===== config.mk =====
export PLATFORM = sky130hd
export DESIGN_NAME = apsp_top
export DESIGN_NICKNAME = d
export VERILOG_FILES = /design/src/rtl/apsp_pkg.sv /design/src/rtl/apsp_fifo.sv /design/src/rtl/apsp_top.sv
export SDC_FILE = /design/constraint.sdc
export NUM_CORES = 1
export LEC_CHECK = 0
export BUFFER_PORTS_ARGS = -buffer_cell sky130_fd_sc_hd__clkbuf_2
export CORE_UTILIZATION = 54
export DETAILED_ROUTE_END_ITERATION = 10
export PLACE_DENSITY = 0.74
export SLEW_MARGIN = 10
export SYNTH_ARGS = -nofsm -noshare
export SYNTH_HDL_FRONTEND = slang
export SYNTH_SLANG_ARGS = --single-unit

===== constraint.sdc =====
create_clock -name clk_i -period 3.89 [get_ports clk_i]
set_input_delay 0.389 -clock clk_i [delete_from_list [all_inputs] [get_ports clk_i]]
set_output_delay 0.389 -clock clk_i [all_outputs]
set_load 0.02 [all_outputs]

===== src/rtl/apsp_pkg.sv =====
/*
  shared constants for the parallel sample port: widths, latency,
  register offsets, field positions and reset values.
  assumes a 32-bit AXI4-Lite register bus and a single 50 MHz clock.
*/
package apsp_pkg;
  localparam int unsigned SAMPLE_W      = 10;
  localparam int unsigned LATENCY_CYC   = 5;
  localparam int unsigned FIFO_DEPTH    = 16;
  localparam int unsigned CLK_PERIOD_NS = 20;
  // register byte offsets
  localparam logic [7:0] CTRL_OFS   = 8'h00;
  localparam logic [7:0] STATUS_OFS = 8'h04;
  localparam logic [7:0] DATA_OFS   = 8'h08;
  localparam logic [7:0] COUNT_OFS  = 8'h0C;
  // control fields
  localparam int unsigned CTRL_OE_N_BIT   = 0;
  localparam int unsigned CTRL_SLEEP_BIT  = 1;
  localparam int unsigned CTRL_SPAN_BIT   = 2;
  localparam int unsigned CTRL_REFSEL_BIT = 3;
  localparam int unsigned CTRL_W          = 4;
  // control reset: output enable low (pull-down), others low
  localparam logic [3:0]  CTRL_RESET      = 4'h0;
  // status fields
  localparam int unsigned STAT_EMPTY_BIT  = 0;
  localparam int unsigned STAT_FULL_BIT   = 1;
  localparam int unsigned STAT_SLEEP_BIT  = 2;
  localparam int unsigned STAT_LEVEL_LSB  = 8;
  // data register: valid flag position
  localparam int unsigned DATA_VALID_BIT  = 31;
  // axi responses
  localparam logic [1:0]  RESP_OKAY       = 2'h0;
  localparam logic [1:0]  RESP_SLVERR     = 2'h2;
endpackage


===== src/rtl/apsp_fifo.sv =====
/*
  synchronous word fifo with valid/ready on both sides; read data come
  from a register. assumes one clock and an active-high async reset.
*/
`timescale 1ns/10ps
module apsp_fifo #(
  parameter int unsigned WIDTH = 10,
  parameter int unsigned DEPTH = 16
) (
  // clock and reset
  input  wire logic                     clk_i,
  input  wire logic                     sys_rst_i,
  // fill side
  input  wire logic                     in_valid_i,
  input  wire logic [WIDTH-1:0]         in_data_i,
  output logic                          in_ready_o,
  // drain side
  output logic                          out_valid_o,
  output logic [WIDTH-1:0]              out_data_o,
  input  wire logic                     out_ready_i,
  // fill level
  output logic [$clog2(DEPTH+1)-1:0]    level_o
);
  localparam int unsigned AW = $clog2(DEPTH);
  localparam int unsigned LW = $clog2(DEPTH+1);

  initial begin
    if (DEPTH < 2 || (DEPTH & (DEPTH - 1)) != 0)
      $error("fifo depth must be a power of two, at least 2");
  end

  logic [WIDTH-1:0] mem_r [DEPTH];
  logic [AW-1:0]    wr_ptr_r;
  logic [AW-1:0]    rd_ptr_r;
  logic [LW-1:0]    count_r;
  logic             push;
  logic             pop;

  // handshakes; a full fifo refuses, an empty one shows nothing
  assign in_ready_o  = (count_r != LW'(DEPTH));
  assign push        = in_valid_i && in_ready_o;
  assign pop         = out_valid_o && out_ready_i;
  assign level_o     = count_r;

  // storage array
  always_ff @(posedge clk_i) begin
    if (push) begin
      mem_r[wr_ptr_r] <= in_data_i;
    end
  end

  // pointers and count
  always_ff @(posedge clk_i or posedge sys_rst_i) begin
    if (sys_rst_i) begin
      wr_ptr_r <= '0;
      rd_ptr_r <= '0;
      count_r  <= '0;
    end else begin
      if (push) begin
        wr_ptr_r <= wr_ptr_r + AW'(1);
      end
      if (pop) begin
        rd_ptr_r <= rd_ptr_r + AW'(1);
      end
      if (push && !pop) begin
        count_r <= count_r + LW'(1);
      end else if (pop && !push) begin
        count_r <= count_r - LW'(1);
      end
    end
  end

  // registered head word; out_valid tracks a non-empty store
  always_ff @(posedge clk_i or posedge sys_rst_i) begin
    if (sys_rst_i) begin
      out_valid_o <= 1'b0;
      out_data_o  <= '0;
    end else begin
      out_valid_o <= 1'b0;
      if (count_r > LW'(1) || (count_r == LW'(1) && !pop)) begin
        out_valid_o <= 1'b1;
        out_data_o  <= pop ? mem_r[rd_ptr_r + AW'(1)] : mem_r[rd_ptr_r];
      end
    end
  end
endmodule


===== src/rtl/apsp_top.sv =====
/*
  digital side of a 10-bit pipelined sampling converter: quantised samples
  pass a fixed 5-cycle pipeline to a tri-stateable parallel bus, and are
  also buffered for software over AXI4-Lite. static controls (output
  enable, sleep, span, reference) come from a control register.
  assumes the convert clock is clk_i and the bus runs on the same clock.
*/
// Local design decisions: register access over AXI4-Lite and the register offsets.
// Summary of operation
// - samples are straight offset binary, unsigned
// - first output line carries the msb
// - output enable high tri-states data lines
// - output enable defaults low, bus driven
// - sleep high stops conversion, saves power
// - span select high 2Vp-p, low 1Vp-p
// - reference select high external, low internal
// - word appears five cycles after sampling
// - output word changes on rising clock edge
`timescale 1ns/10ps
module apsp_top #(
  parameter int unsigned SAMPLE_W = apsp_pkg::SAMPLE_W,
  parameter int unsigned LATENCY  = apsp_pkg::LATENCY_CYC
) (
  // clock and reset
  input  wire logic                clk_i,
  input  wire logic                sys_rst_i,
  // quantiser result, taken on each rising edge
  input  wire logic [SAMPLE_W-1:0] quant_i,
  // parallel sample bus, line 1 first
  output logic [SAMPLE_W-1:0]      data_line_o,
  output logic [SAMPLE_W-1:0]      data_line_oe_o,
  output logic                     data_new_o,
  // analog-side controls
  output logic                     sleep_request_o,
  output logic                     span_select_o,
  output logic                     reference_source_select_o,
  // axi4-lite write address and data
  input  wire logic [7:0]          s_axi_awaddr,
  input  wire logic                s_axi_awvalid,
  output logic                     s_axi_awready,
  input  wire logic [31:0]         s_axi_wdata,
  input  wire logic [3:0]          s_axi_wstrb,
  input  wire logic                s_axi_wvalid,
  output logic                     s_axi_wready,
  // axi4-lite write response
  output logic [1:0]               s_axi_bresp,
  output logic                     s_axi_bvalid,
  input  wire logic                s_axi_bready,
  // axi4-lite read
  input  wire logic [7:0]          s_axi_araddr,
  input  wire logic                s_axi_arvalid,
  output logic                     s_axi_arready,
  output logic [31:0]              s_axi_rdata,
  output logic [1:0]               s_axi_rresp,
  output logic                     s_axi_rvalid,
  input  wire logic                s_axi_rready
);
  localparam int unsigned LW = $clog2(apsp_pkg::FIFO_DEPTH + 1);

  initial begin
    if (SAMPLE_W < 1 || SAMPLE_W > 30)
      $error("sample width must be 1 to 30");
    if (LATENCY < 2)
      $error("latency must be at least 2");
  end

  // reverse bit order so index 0 of the line bus is the msb
  function automatic logic [SAMPLE_W-1:0] msb_first(input logic [SAMPLE_W-1:0] w);
    logic [SAMPLE_W-1:0] r;
    r = '0;
    for (int i = 0; i < SAMPLE_W; i++) begin
      r[i] = w[SAMPLE_W-1-i];
    end
    return r;
  endfunction

  // register address decode, shared by read and write paths
  function automatic logic is_mapped(input logic [7:0] a);
    return (a == apsp_pkg::CTRL_OFS) || (a == apsp_pkg::STATUS_OFS) ||
           (a == apsp_pkg::DATA_OFS) || (a == apsp_pkg::COUNT_OFS);
  endfunction

  logic [apsp_pkg::CTRL_W-1:0] ctrl_r;
  logic [SAMPLE_W-1:0]         pipe_r [LATENCY];
  logic [LATENCY-1:0]          pvld_r;
  logic [31:0]                 count_r;
  logic                        fifo_in_ready;
  logic                        fifo_out_valid;
  logic [SAMPLE_W-1:0]         fifo_out_data;
  logic                        fifo_pop;
  logic [LW-1:0]               fifo_level;
  logic                        aw_held_r;
  logic                        w_held_r;
  logic [7:0]                  aw_addr_r;
  logic [31:0]                 w_data_r;
  logic [3:0]                  w_strb_r;
  logic                        do_write;
  logic                        do_read;
  logic [31:0]                 rd_word;

  // conversion pipeline; sleep stops new samples entering
  always_ff @(posedge clk_i or posedge sys_rst_i) begin
    if (sys_rst_i) begin
      pvld_r <= '0;
    end else begin
      pvld_r <= {pvld_r[LATENCY-2:0], !ctrl_r[apsp_pkg::CTRL_SLEEP_BIT]};
    end
  end

  // sample words, straight offset binary passed unchanged
  always_ff @(posedge clk_i) begin
    pipe_r[0] <= quant_i;
    for (int i = 1; i < LATENCY; i++) begin
      pipe_r[i] <= pipe_r[i-1];
    end
  end

  // output bus updates on the rising edge, five edges after sampling
  always_ff @(posedge clk_i or posedge sys_rst_i) begin
    if (sys_rst_i) begin
      data_line_o <= '0;
      data_new_o  <= 1'b0;
    end else begin
      data_new_o <= pvld_r[LATENCY-1];
      if (pvld_r[LATENCY-1]) begin
        data_line_o <= msb_first(pipe_r[LATENCY-1]);
      end
    end
  end

  // drive enable follows the inverted output-enable control
  always_ff @(posedge clk_i or posedge sys_rst_i) begin
    if (sys_rst_i) begin
      data_line_oe_o <= '1;
    end else begin
      data_line_oe_o <= {SAMPLE_W{!ctrl_r[apsp_pkg::CTRL_OE_N_BIT]}};
    end
  end

  // analog controls mirror the control register
  always_ff @(posedge clk_i or posedge sys_rst_i) begin
    if (sys_rst_i) begin
      sleep_request_o           <= 1'b0;
      span_select_o             <= 1'b0;
      reference_source_select_o <= 1'b0;
    end else begin
      sleep_request_o           <= ctrl_r[apsp_pkg::CTRL_SLEEP_BIT];
      span_select_o             <= ctrl_r[apsp_pkg::CTRL_SPAN_BIT];
      reference_source_select_o <= ctrl_r[apsp_pkg::CTRL_REFSEL_BIT];
    end
  end

  // delivered-word counter for software
  always_ff @(posedge clk_i or posedge sys_rst_i) begin
    if (sys_rst_i) begin
      count_r <= '0;
    end else if (do_write && aw_addr_r == apsp_pkg::COUNT_OFS) begin
      count_r <= '0;
    end else if (pvld_r[LATENCY-1]) begin
      count_r <= count_r + 32'h1;
    end
  end

  // software buffer; words arriving while full are dropped
  apsp_fifo #(
    .WIDTH (SAMPLE_W),
    .DEPTH (apsp_pkg::FIFO_DEPTH)
  ) u_fifo (
    .clk_i       (clk_i),
    .sys_rst_i   (sys_rst_i),
    .in_valid_i  (pvld_r[LATENCY-1]),
    .in_data_i   (pipe_r[LATENCY-1]),
    .in_ready_o  (fifo_in_ready),
    .out_valid_o (fifo_out_valid),
    .out_data_o  (fifo_out_data),
    .out_ready_i (fifo_pop),
    .level_o     (fifo_level)
  );

  // write channel capture, address and data in either order
  always_ff @(posedge clk_i or posedge sys_rst_i) begin
    if (sys_rst_i) begin
      aw_held_r <= 1'b0;
      w_held_r  <= 1'b0;
      aw_addr_r <= '0;
      w_data_r  <= '0;
      w_strb_r  <= '0;
    end else begin
      if (s_axi_awvalid && s_axi_awready) begin
        aw_held_r <= 1'b1;
        aw_addr_r <= s_axi_awaddr;
      end
      if (s_axi_wvalid && s_axi_wready) begin
        w_held_r <= 1'b1;
        w_data_r <= s_axi_wdata;
        w_strb_r <= s_axi_wstrb;
      end
      if (do_write) begin
        aw_held_r <= 1'b0;
        w_held_r  <= 1'b0;
      end
    end
  end

  assign do_write = aw_held_r && w_held_r && !s_axi_bvalid;
  assign do_read  = s_axi_arvalid && s_axi_arready;
  assign fifo_pop = do_read && s_axi_araddr == apsp_pkg::DATA_OFS && fifo_out_valid;

  // ready flags: one-cycle accept pulses when idle
  always_ff @(posedge clk_i or posedge sys_rst_i) begin
    if (sys_rst_i) begin
      s_axi_awready <= 1'b0;
      s_axi_wready  <= 1'b0;
      s_axi_arready <= 1'b0;
    end else begin
      s_axi_awready <= !aw_held_r && !s_axi_awready && s_axi_awvalid && !s_axi_bvalid;
      s_axi_wready  <= !w_held_r && !s_axi_wready && s_axi_wvalid && !s_axi_bvalid;
      s_axi_arready <= !s_axi_arready && s_axi_arvalid && !s_axi_rvalid;
    end
  end

  // control register, byte lane 0 only
  always_ff @(posedge clk_i or posedge sys_rst_i) begin
    if (sys_rst_i) begin
      ctrl_r <= apsp_pkg::CTRL_RESET;
    end else if (do_write && aw_addr_r == apsp_pkg::CTRL_OFS && w_strb_r[0]) begin
      ctrl_r <= w_data_r[apsp_pkg::CTRL_W-1:0];
    end
  end

  // write response
  always_ff @(posedge clk_i or posedge sys_rst_i) begin
    if (sys_rst_i) begin
      s_axi_bvalid <= 1'b0;
      s_axi_bresp  <= apsp_pkg::RESP_OKAY;
    end else if (do_write) begin
      s_axi_bvalid <= 1'b1;
      s_axi_bresp  <= is_mapped(aw_addr_r) ? apsp_pkg::RESP_OKAY : apsp_pkg::RESP_SLVERR;
    end else if (s_axi_bready) begin
      s_axi_bvalid <= 1'b0;
    end
  end

  // read mux
  always_comb begin
    rd_word = '0;
    unique case (s_axi_araddr)
      apsp_pkg::CTRL_OFS: begin
        rd_word[apsp_pkg::CTRL_W-1:0] = ctrl_r;
      end
      apsp_pkg::STATUS_OFS: begin
        rd_word[apsp_pkg::STAT_EMPTY_BIT] = !fifo_out_valid;
        rd_word[apsp_pkg::STAT_FULL_BIT]  = !fifo_in_ready;
        rd_word[apsp_pkg::STAT_SLEEP_BIT] = ctrl_r[apsp_pkg::CTRL_SLEEP_BIT];
        rd_word[apsp_pkg::STAT_LEVEL_LSB +: LW] = fifo_level;
      end
      apsp_pkg::DATA_OFS: begin
        rd_word[SAMPLE_W-1:0]             = fifo_out_data;
        rd_word[apsp_pkg::DATA_VALID_BIT] = fifo_out_valid;
      end
      apsp_pkg::COUNT_OFS: begin
        rd_word = count_r;
      end
      default: begin
        rd_word = '0;
      end
    endcase
  end

  // read response
  always_ff @(posedge clk_i or posedge sys_rst_i) begin
    if (sys_rst_i) begin
      s_axi_rvalid <= 1'b0;
      s_axi_rdata  <= '0;
      s_axi_rresp  <= apsp_pkg::RESP_OKAY;
    end else if (do_read) begin
      s_axi_rvalid <= 1'b1;
      s_axi_rdata  <= rd_word;
      s_axi_rresp  <= is_mapped(s_axi_araddr) ? apsp_pkg::RESP_OKAY : apsp_pkg::RESP_SLVERR;
    end else if (s_axi_rready) begin
      s_axi_rvalid <= 1'b0;
    end
  end

  // assertions
  latency_word_a: assert property (@(posedge clk_i) disable iff (sys_rst_i)
    !ctrl_r[apsp_pkg::CTRL_SLEEP_BIT] ##1 pvld_r[0] |-> ##5 data_new_o)
    else $error("word not delivered after five cycles");

  msb_order_a: assert property (@(posedge clk_i) disable iff (sys_rst_i)
    pvld_r[0] ##5 data_new_o |-> data_line_o[0] == $past(quant_i[SAMPLE_W-1], 6))
    else $error("first line does not carry the msb");

  offset_bin_a: assert property (@(posedge clk_i) disable iff (sys_rst_i)
    data_new_o |-> msb_first(data_line_o) == $past(quant_i, 6))
    else $error("output word not straight binary of the sample");

  tristate_a: assert property (@(posedge clk_i) disable iff (sys_rst_i)
    ctrl_r[apsp_pkg::CTRL_OE_N_BIT] |=> data_line_oe_o == '0)
    else $error("data lines driven while output enable high");

  drive_on_a: assert property (@(posedge clk_i) disable iff (sys_rst_i)
    !ctrl_r[apsp_pkg::CTRL_OE_N_BIT] |=> data_line_oe_o == '1)
    else $error("data lines not driven while output enable low");

  sleep_stop_a: assert property (@(posedge clk_i) disable iff (sys_rst_i)
    ctrl_r[apsp_pkg::CTRL_SLEEP_BIT] [*7] |-> !data_new_o && sleep_request_o)
    else $error("words still delivered in sleep");

  span_pin_a: assert property (@(posedge clk_i) disable iff (sys_rst_i)
    span_select_o == $past(ctrl_r[apsp_pkg::CTRL_SPAN_BIT]))
    else $error("span select does not follow control");

  ref_pin_a: assert property (@(posedge clk_i) disable iff (sys_rst_i)
    reference_source_select_o == $past(ctrl_r[apsp_pkg::CTRL_REFSEL_BIT]))
    else $error("reference select does not follow control");

  edge_hold_a: assert property (@(posedge clk_i) disable iff (sys_rst_i)
    !data_new_o |-> $stable(data_line_o))
    else $error("output word changed without a new sample");
endmodule


# Yosys cells after proc, flatten, opt, wreduce, memory -nomap -nowiden

Memories as Yosys holds them, arrays and structs flattened.
Index checks and enable logic that the tools add are counted.

Div/mod/pow operators: 0
Multiply operators: 0
Shift-type cells: 0
Equality and inequality tests: 8
Bitwise logic cells: 0
$lt $le $gt $ge: 1
Muxes and demuxes: 25
$add $sub $neg: 5
Reduce and logical (&&, ||, !) cells: 51

Operator list:

| operator                                                       | count |
|---|---|
| two-way mux 32 bit                                             | 2 |
| adder 32 x 1 -> 32 bit (second input constant)                 | 1 |
| equality test 8 x 4 -> 1 bit (second input constant)           | 4 |
| logical AND 1 bit                                              | 23 |
| two-way mux 18 bit                                             | 1 |
| equality test 8 x 3 -> 1 bit (second input constant)           | 2 |
| logical NOT 8 bit                                              | 2 |
| logical NOT 1 bit                                              | 13 |
| one-hot mux 3 bit (4 select lines)                             | 1 |
| nonzero test 2 bit                                             | 6 |
| two-way mux 1 bit                                              | 11 |
| two-way mux 10 bit                                             | 1 |
| two-way mux 5 bit                                              | 2 |
| adder 4 x 1 -> 4 bit (second input constant)                   | 2 |
| one-hot mux 4 bit (2 select lines)                             | 1 |
| logical OR 1 bit                                               | 7 |
| one-hot mux 2 bit (3 select lines)                             | 1 |
| one-hot mux 3 bit (2 select lines)                             | 1 |
| adder 5 x 1 -> 5 bit (second input constant)                   | 1 |
| equality test 5 x 1 -> 1 bit (second input constant)           | 1 |
| greater-than comparator 5 x 1 -> 1 bit (second input constant) | 1 |
| != test 5 bit (second input constant)                          | 1 |
| subtractor 5 x 1 -> 5 bit (second input constant)              | 1 |
| two-way mux 2 bit                                              | 2 |
| 2 further kinds                                                | 2 |

Word-level logic and storage cells: 119
Flip-flop bits (word level): 136
Latch bits: 0
Bits in read-only memories: 0
Memories kept: 2
Memory bits (writable): 210
Output and inout port bits: 65
Input port bits: 69

Memories:

| memory       | words | bits a word | read ports | clocked after memory_dff | wr ports | RTL line        | text |
|---|---|---|---|---|---|---|---|
| u_fifo.mem_r | 16    | 10          | 2          | 0                        | 1        | apsp_fifo.sv:32 | `logic [WIDTH-1:0] mem_r [DEPTH];` |
| pipe_r       | 5     | 10          | 5          | 0                        | 5        | apsp_top.sv:84  | `logic [SAMPLE_W-1:0] pipe_r [LATENCY];` |

# Depth between registers and ports, before layout

Word-level depth: 8
Gate-level depth with buffers: 8
Gate-level depth less buffers: 8

# By module

A second synthesis with hierarchy kept.

Cell total of the unflattened synthesis: 971
Area total of the unflattened synthesis: 14501.4 µm²

Modules (own cells, without submodules):

| module    | cells an instance | times used | area each (µm²) | sequential area each (µm²) |
|---|---|---|---|---|
| apsp_fifo | 515               | 1          | 8774.7          | 5405.2 |
| apsp_top  | 456               | 1          | 5726.7          | 3754.9 |

# Worst setup path before layout

Ideal clock, no wire load.

Path type: register -> register
Start point: register u_fifo.count_r[0] (netlist: u_fifo.level_o[0])
End point: memory u_fifo.mem_r[4][0] (enable)
Arrival time: 2087 ps
Stages on the path, launching flop included: 7
Clock period less this slack: 2477 ps
Path buffers: 0
Setup time: 390 ps
Data required time: 3500 ps
Path slack: 1413 ps
Cells stage by stage: dfrtp_1 inv_1 ha_1 and3_1 nor2_1 nand2_1 nor3_1

Word-level cells in the longest chain between the ends: 4

RTL lines:

| what                                    | RTL line        | text |
|---|---|---|
| start, declared                         | apsp_fifo.sv:35 | `logic [LW-1:0] count_r;` |
| start signal, assigned                  | apsp_fifo.sv:66 | `count_r <= count_r + LW'(1);` |
| start signal, assigned                  | apsp_fifo.sv:68 | `count_r <= count_r - LW'(1);` |
| != test 5 bit                           | apsp_fifo.sv:40 | `assign in_ready_o = (count_r != LW'(DEPTH));` |
| logical AND 1 bit                       | apsp_fifo.sv:41 | `assign push = in_valid_i && in_ready_o;` |
| via u_fifo.push                         | apsp_fifo.sv:36 | `logic push;` |
| two-way mux 1 bit                       | apsp_fifo.sv:47 | `if (push) begin` |
| two-way mux 1 bit (not written as such) | apsp_fifo.sv:48 | `mem_r[wr_ptr_r] <= in_data_i;` |
| end, declared                           | apsp_fifo.sv:32 |  |

The timed path passes the listed nets, and every way through them passes these cells.

# Worst setup path after layout

Start point: register u_fifo.rd_ptr_r[0]
End point: register u_fifo.out_data_o[9]

Word-level cells in the longest chain between the ends: 3

RTL lines:

| what                          | RTL line        | text |
|---|---|---|
| start, declared               | apsp_fifo.sv:34 | `logic [AW-1:0] rd_ptr_r;` |
| start signal, assigned        | apsp_fifo.sv:63 | `rd_ptr_r <= rd_ptr_r + AW'(1);` |
| adder 4 x 1 -> 4 bit          | apsp_fifo.sv:82 | `out_data_o <= pop ? mem_r[rd_ptr_r + AW'(1)] : mem_r[rd_ptr_r];` |
| memory read (16 x 10 bit) (*) | -               |  |
| two-way mux 10 bit (*)        | apsp_fifo.sv:82 |  |
| end signal, assigned          | apsp_fifo.sv:82 |  |
| end, declared                 | apsp_fifo.sv:19 | `output logic [WIDTH-1:0] out_data_o,` |

Mark *: on every way between the ends. The rest lies on a longest branch, timed or not.
A chain may end at the register's enable or synchronous reset.

==> flow_summary_export.csv <==
group,metric,value,unit
timing,worst_slew_pin_slew,1.02,ns
worst_setup_path,critPathArrivalTime,3.13,ns
timing,max_freq,362,MHz
final_layout,diodes,0,
floorplan,die-area,0.0276,sq mm
route,drtPass1Iterations,11,
synthesis,seq_area_frac_synth,62.9,%
timing,finalCriticalPeriod,2.76,ns
worst_setup_path,crit_path_end,"u_fifo.out_data_o[9]",
placed_design,place_area,0.0153,sq mm
final_layout,area.growth.synth_to_final,13.8,%
synthesis,yosysTopAreaCellShare,33.0,%
worst_setup_path,critPathLaunch,"u_fifo.rd_ptr_r[0]",
worst_setup_path,timing.rr.start,"u_fifo.rd_ptr_r[0]",
synthesis,async_reset_ff_share,39.0,%
synthesis,synth_cells,997,
final_layout,drive_above_1_share,27.1,%
route,route.antenna.remaining_nets,0,
worst_setup_path,crit_type,"flip-flop to flip-flop",
worst_setup_path,endpoint_kind,"flip-flop",
global_route,antenna_found_initial,0,
synthesis,avgSynthCellArea,14.6,sq um
route,wl_per_cell,21.2,microns
job,cap_violations,0,
route,drt_iter0_drc,728,
timing,fin_setup_tns,0,ns
timing,drv_slew,0,
power,ir_worst_vdd,0.493,mV
clocking,root_buffer,"clkbuf_16",
placed_design,dp_hpwl,20300,microns
route,viasPerCell,5.99,
synthesis,ys.warnings.count,0,
worst_setup_path,path_max_fanout,33,
worst_setup_path,cp-start-kind,"flip-flop",
worst_setup_path,required,4.26,ns
run_status,violations,"DRC",
floorplan,num_rows,59,
clocking,tritoncts,"yes",
timing,period_share,71.0,%
timing,clock_skew,0.0177,ns
synthesis,synth.distinct_cells,62,
final_layout,final_common_cell,"edfxtp_1",
global_route,grt_max_degree,135,
floorplan,core,0.0263,sq mm
run_status,status,"finished with violations",
final_layout,multi_input_area,0.00491,sq mm
final_layout,regArea,0.00916,sq mm
final_layout,fin_area,0.0166,sq mm
synthesis,ys.flop_type,"edfxtp_1",
route,drt_wl_total,31000,microns
min_path,min_path_type,"input pin to flip-flop",
placed_design,io_buffers,100,
synthesis,synth_edf_count,160,
timing,slew_headroom,32.0,%
global_route,first_global_vias,8893,
final_layout,fillerInstances,1898,
worst_setup_path,worst-r2r-cell-count,6,
placed_design,dp_cells,1392,
floorplan,die_h,166,microns
synthesis,ys_top_cells_by_area,"edfxtp_1, dfrtp_1, mux4_2",
min_path,min_path_cells,2,
clocking,clock_path_buffers,3,
floorplan,ioPinCount,134,
power,leakagePower,6.34,nW
route,drc,4,
placed_design,routabilityCongestion,0.814,
synthesis,synth_seq_cells,344,
final_layout,layout_common_cells,"edfxtp_1, dfrtp_1, clkbuf_2",
floorplan,die_w,166,microns
clocking,path_clk_slew,0.06,ns
clocking,post_cts_buffers,0,
worst_setup_path,r2r-end,"u_fifo.out_data_o[9]",
floorplan,start_util,55.4,%
global_route,grt-ovfl-total,0,
synthesis,yosys.area.top_type,"edfxtp_1",
clocking,clkSinkCount,344,
timing,setup_violations,0,
clocking,htree_levels,2,
power,p_per_area,576,mW/mm^2
global_route,grt_pass1_wl,49000,microns
route,vias,8775,
final_layout,layout.nets,1184,
global_route,grt_use_total,23.0,%
synthesis,syn-cell-area,0.0146,sq mm
worst_setup_path,r2r_setup_slack,1.13,ns
clocking,cts_buffers,35,
clocking,clk_latency,0.51,ns
final_layout,instances_no_fill,1465,
timing,hold_violations,0,
timing,grt_setup_unrepaired,"false",
==> how the worst min path moves through the flow <==
stage | from | end | slack [ns]
floorplan | pipe_r[0][0] | pipe_r[0][10] | 0.31
global placement | pipe_r[0][12] | pipe_r[0][22] | 0.31
detailed placement | pipe_r[0][12] | pipe_r[0][22] | 0.31
CTS | s_axi_rready | s_axi_rvalid | 0.04
global route | s_axi_bready | s_axi_bvalid | 0.06
finish | s_axi_bready | s_axi_bvalid | 0.05
==> synth_stat cells (14+ instances only) <==
library cell  instances
a21oi_1              14
a22oi_1              22
buf_2                22
buf_4                15
dfrtp_1             133
dfxtp_1              50
edfxtp_1            160
inv_1                36
mux2_2               33
mux4_2               77
nand2_1              85
nand3_1              24
nor2_1               46
nor2b_1              14
nor3_1               16
o21ai_0              15
o21ai_1              36
xnor2_1              25
==> area by class of cell <==
class / count / area share [%]
Clock buffer: 53 / 6.05
Multi-Input combinational cell: 555 / 29.6
Tap cell: 335 / 2.53
Inverter: 38 / 0.883
Clock inverter: 10 / 0.876
Sequential cell: 344 / 55.3
Timing Repair Buffer: 130 / 4.76
==> metal layers <==
| metal | routed length (microns) | GRT usage (%) | up-vias | part of all wire [%] |
|---|---|---|---|---|
| li1 | - | - | 3947 | - |
| met3 | 2060 | 3.69 | 59 | 6.6 |
| met1 | 12700 | 30.8 | 4429 | 41 |
| met5 | 0 | 0 | - | 0 |
| met2 | 15500 | 38.6 | 340 | 50 |
| met4 | 769 | 7.81 | 0 | 2.5 |
==> critical path: stages, from the launching register on <==
cell and delay [ns]:
dfrtp_4 0.49, ha_2 0.56, buf_12 0.32, mux4_2 0.57, nor2b_1 0.15, nor4_1 0.39, a21oi_1 0.12
==> kinds of logic after synthesis <==
logic type	after synthesis	synth area share [%]
muxes	119	15.1
and+or+nand+nor	252	9.34
AOI/OAI and AO/OA	133	5.93
DFF	344	62.9
xor gates and xnor gates	38	2.29
buffers and inverters	99	3.44
other	1	0.0258
adders and majority gates	11	0.945
==> state kept, by name, indices dropped and copies added (netlist names), 4 cells and up <==
register / count
pvld_r: 5
u_fifo.wr_ptr_r: 4
pipe_r: 50
u_fifo.out_data_o: 10
aw_addr_r: 8
data_line_o: 10
u_fifo.level_o: 5
u_fifo.rd_ptr_r: 4
count_r: 32
s_axi_rdata: 32
ctrl_r: 4
w_data_r: 4
u_fifo.mem_r: 160
==> report_power, final <==
group / switching, mW / total [mW] / internal (mW) / leakage (nW)
Sequential: 0.405 / 4.83 / 4.43 / 3.58
Clock: 1.34 / 3.33 / 1.99 / 0.559
Combinational: 0.803 / 1.39 / 0.589 / 2.20
Total: 2.55 / 9.55 / 7.01 / 6.34
==> timing repair <==
item | 4_1_cts | 5_1_grt
hold buffers | 10 | 0
resized for setup | 0 | 0
hold endpoints to repair | 10 | 0
==> per-stage QoR <==
| stage | hold slack (ns) | util [%] | total power, mW | worst slack (ns) |
|---|---|---|---|---|
| 6_report | 0.0508 | 63.1 | 9.55 | 1.13 |
| 3_3_place_gp | 0.311 | 58.3 | 6.19 | 1.07 |
| 5_1_grt | 0.0551 | 63.1 | 9.92 | 0.854 |
| 2_1_floorplan | 0.310 | - | 5.75 | 1.41 |
| 4_1_cts | 0.0384 | 63.1 | 9.60 | 1.05 |
| 3_5_place_dp | 0.312 | 58.3 | 6.26 | 1.02 |
(Power assumes the default switching activity.)
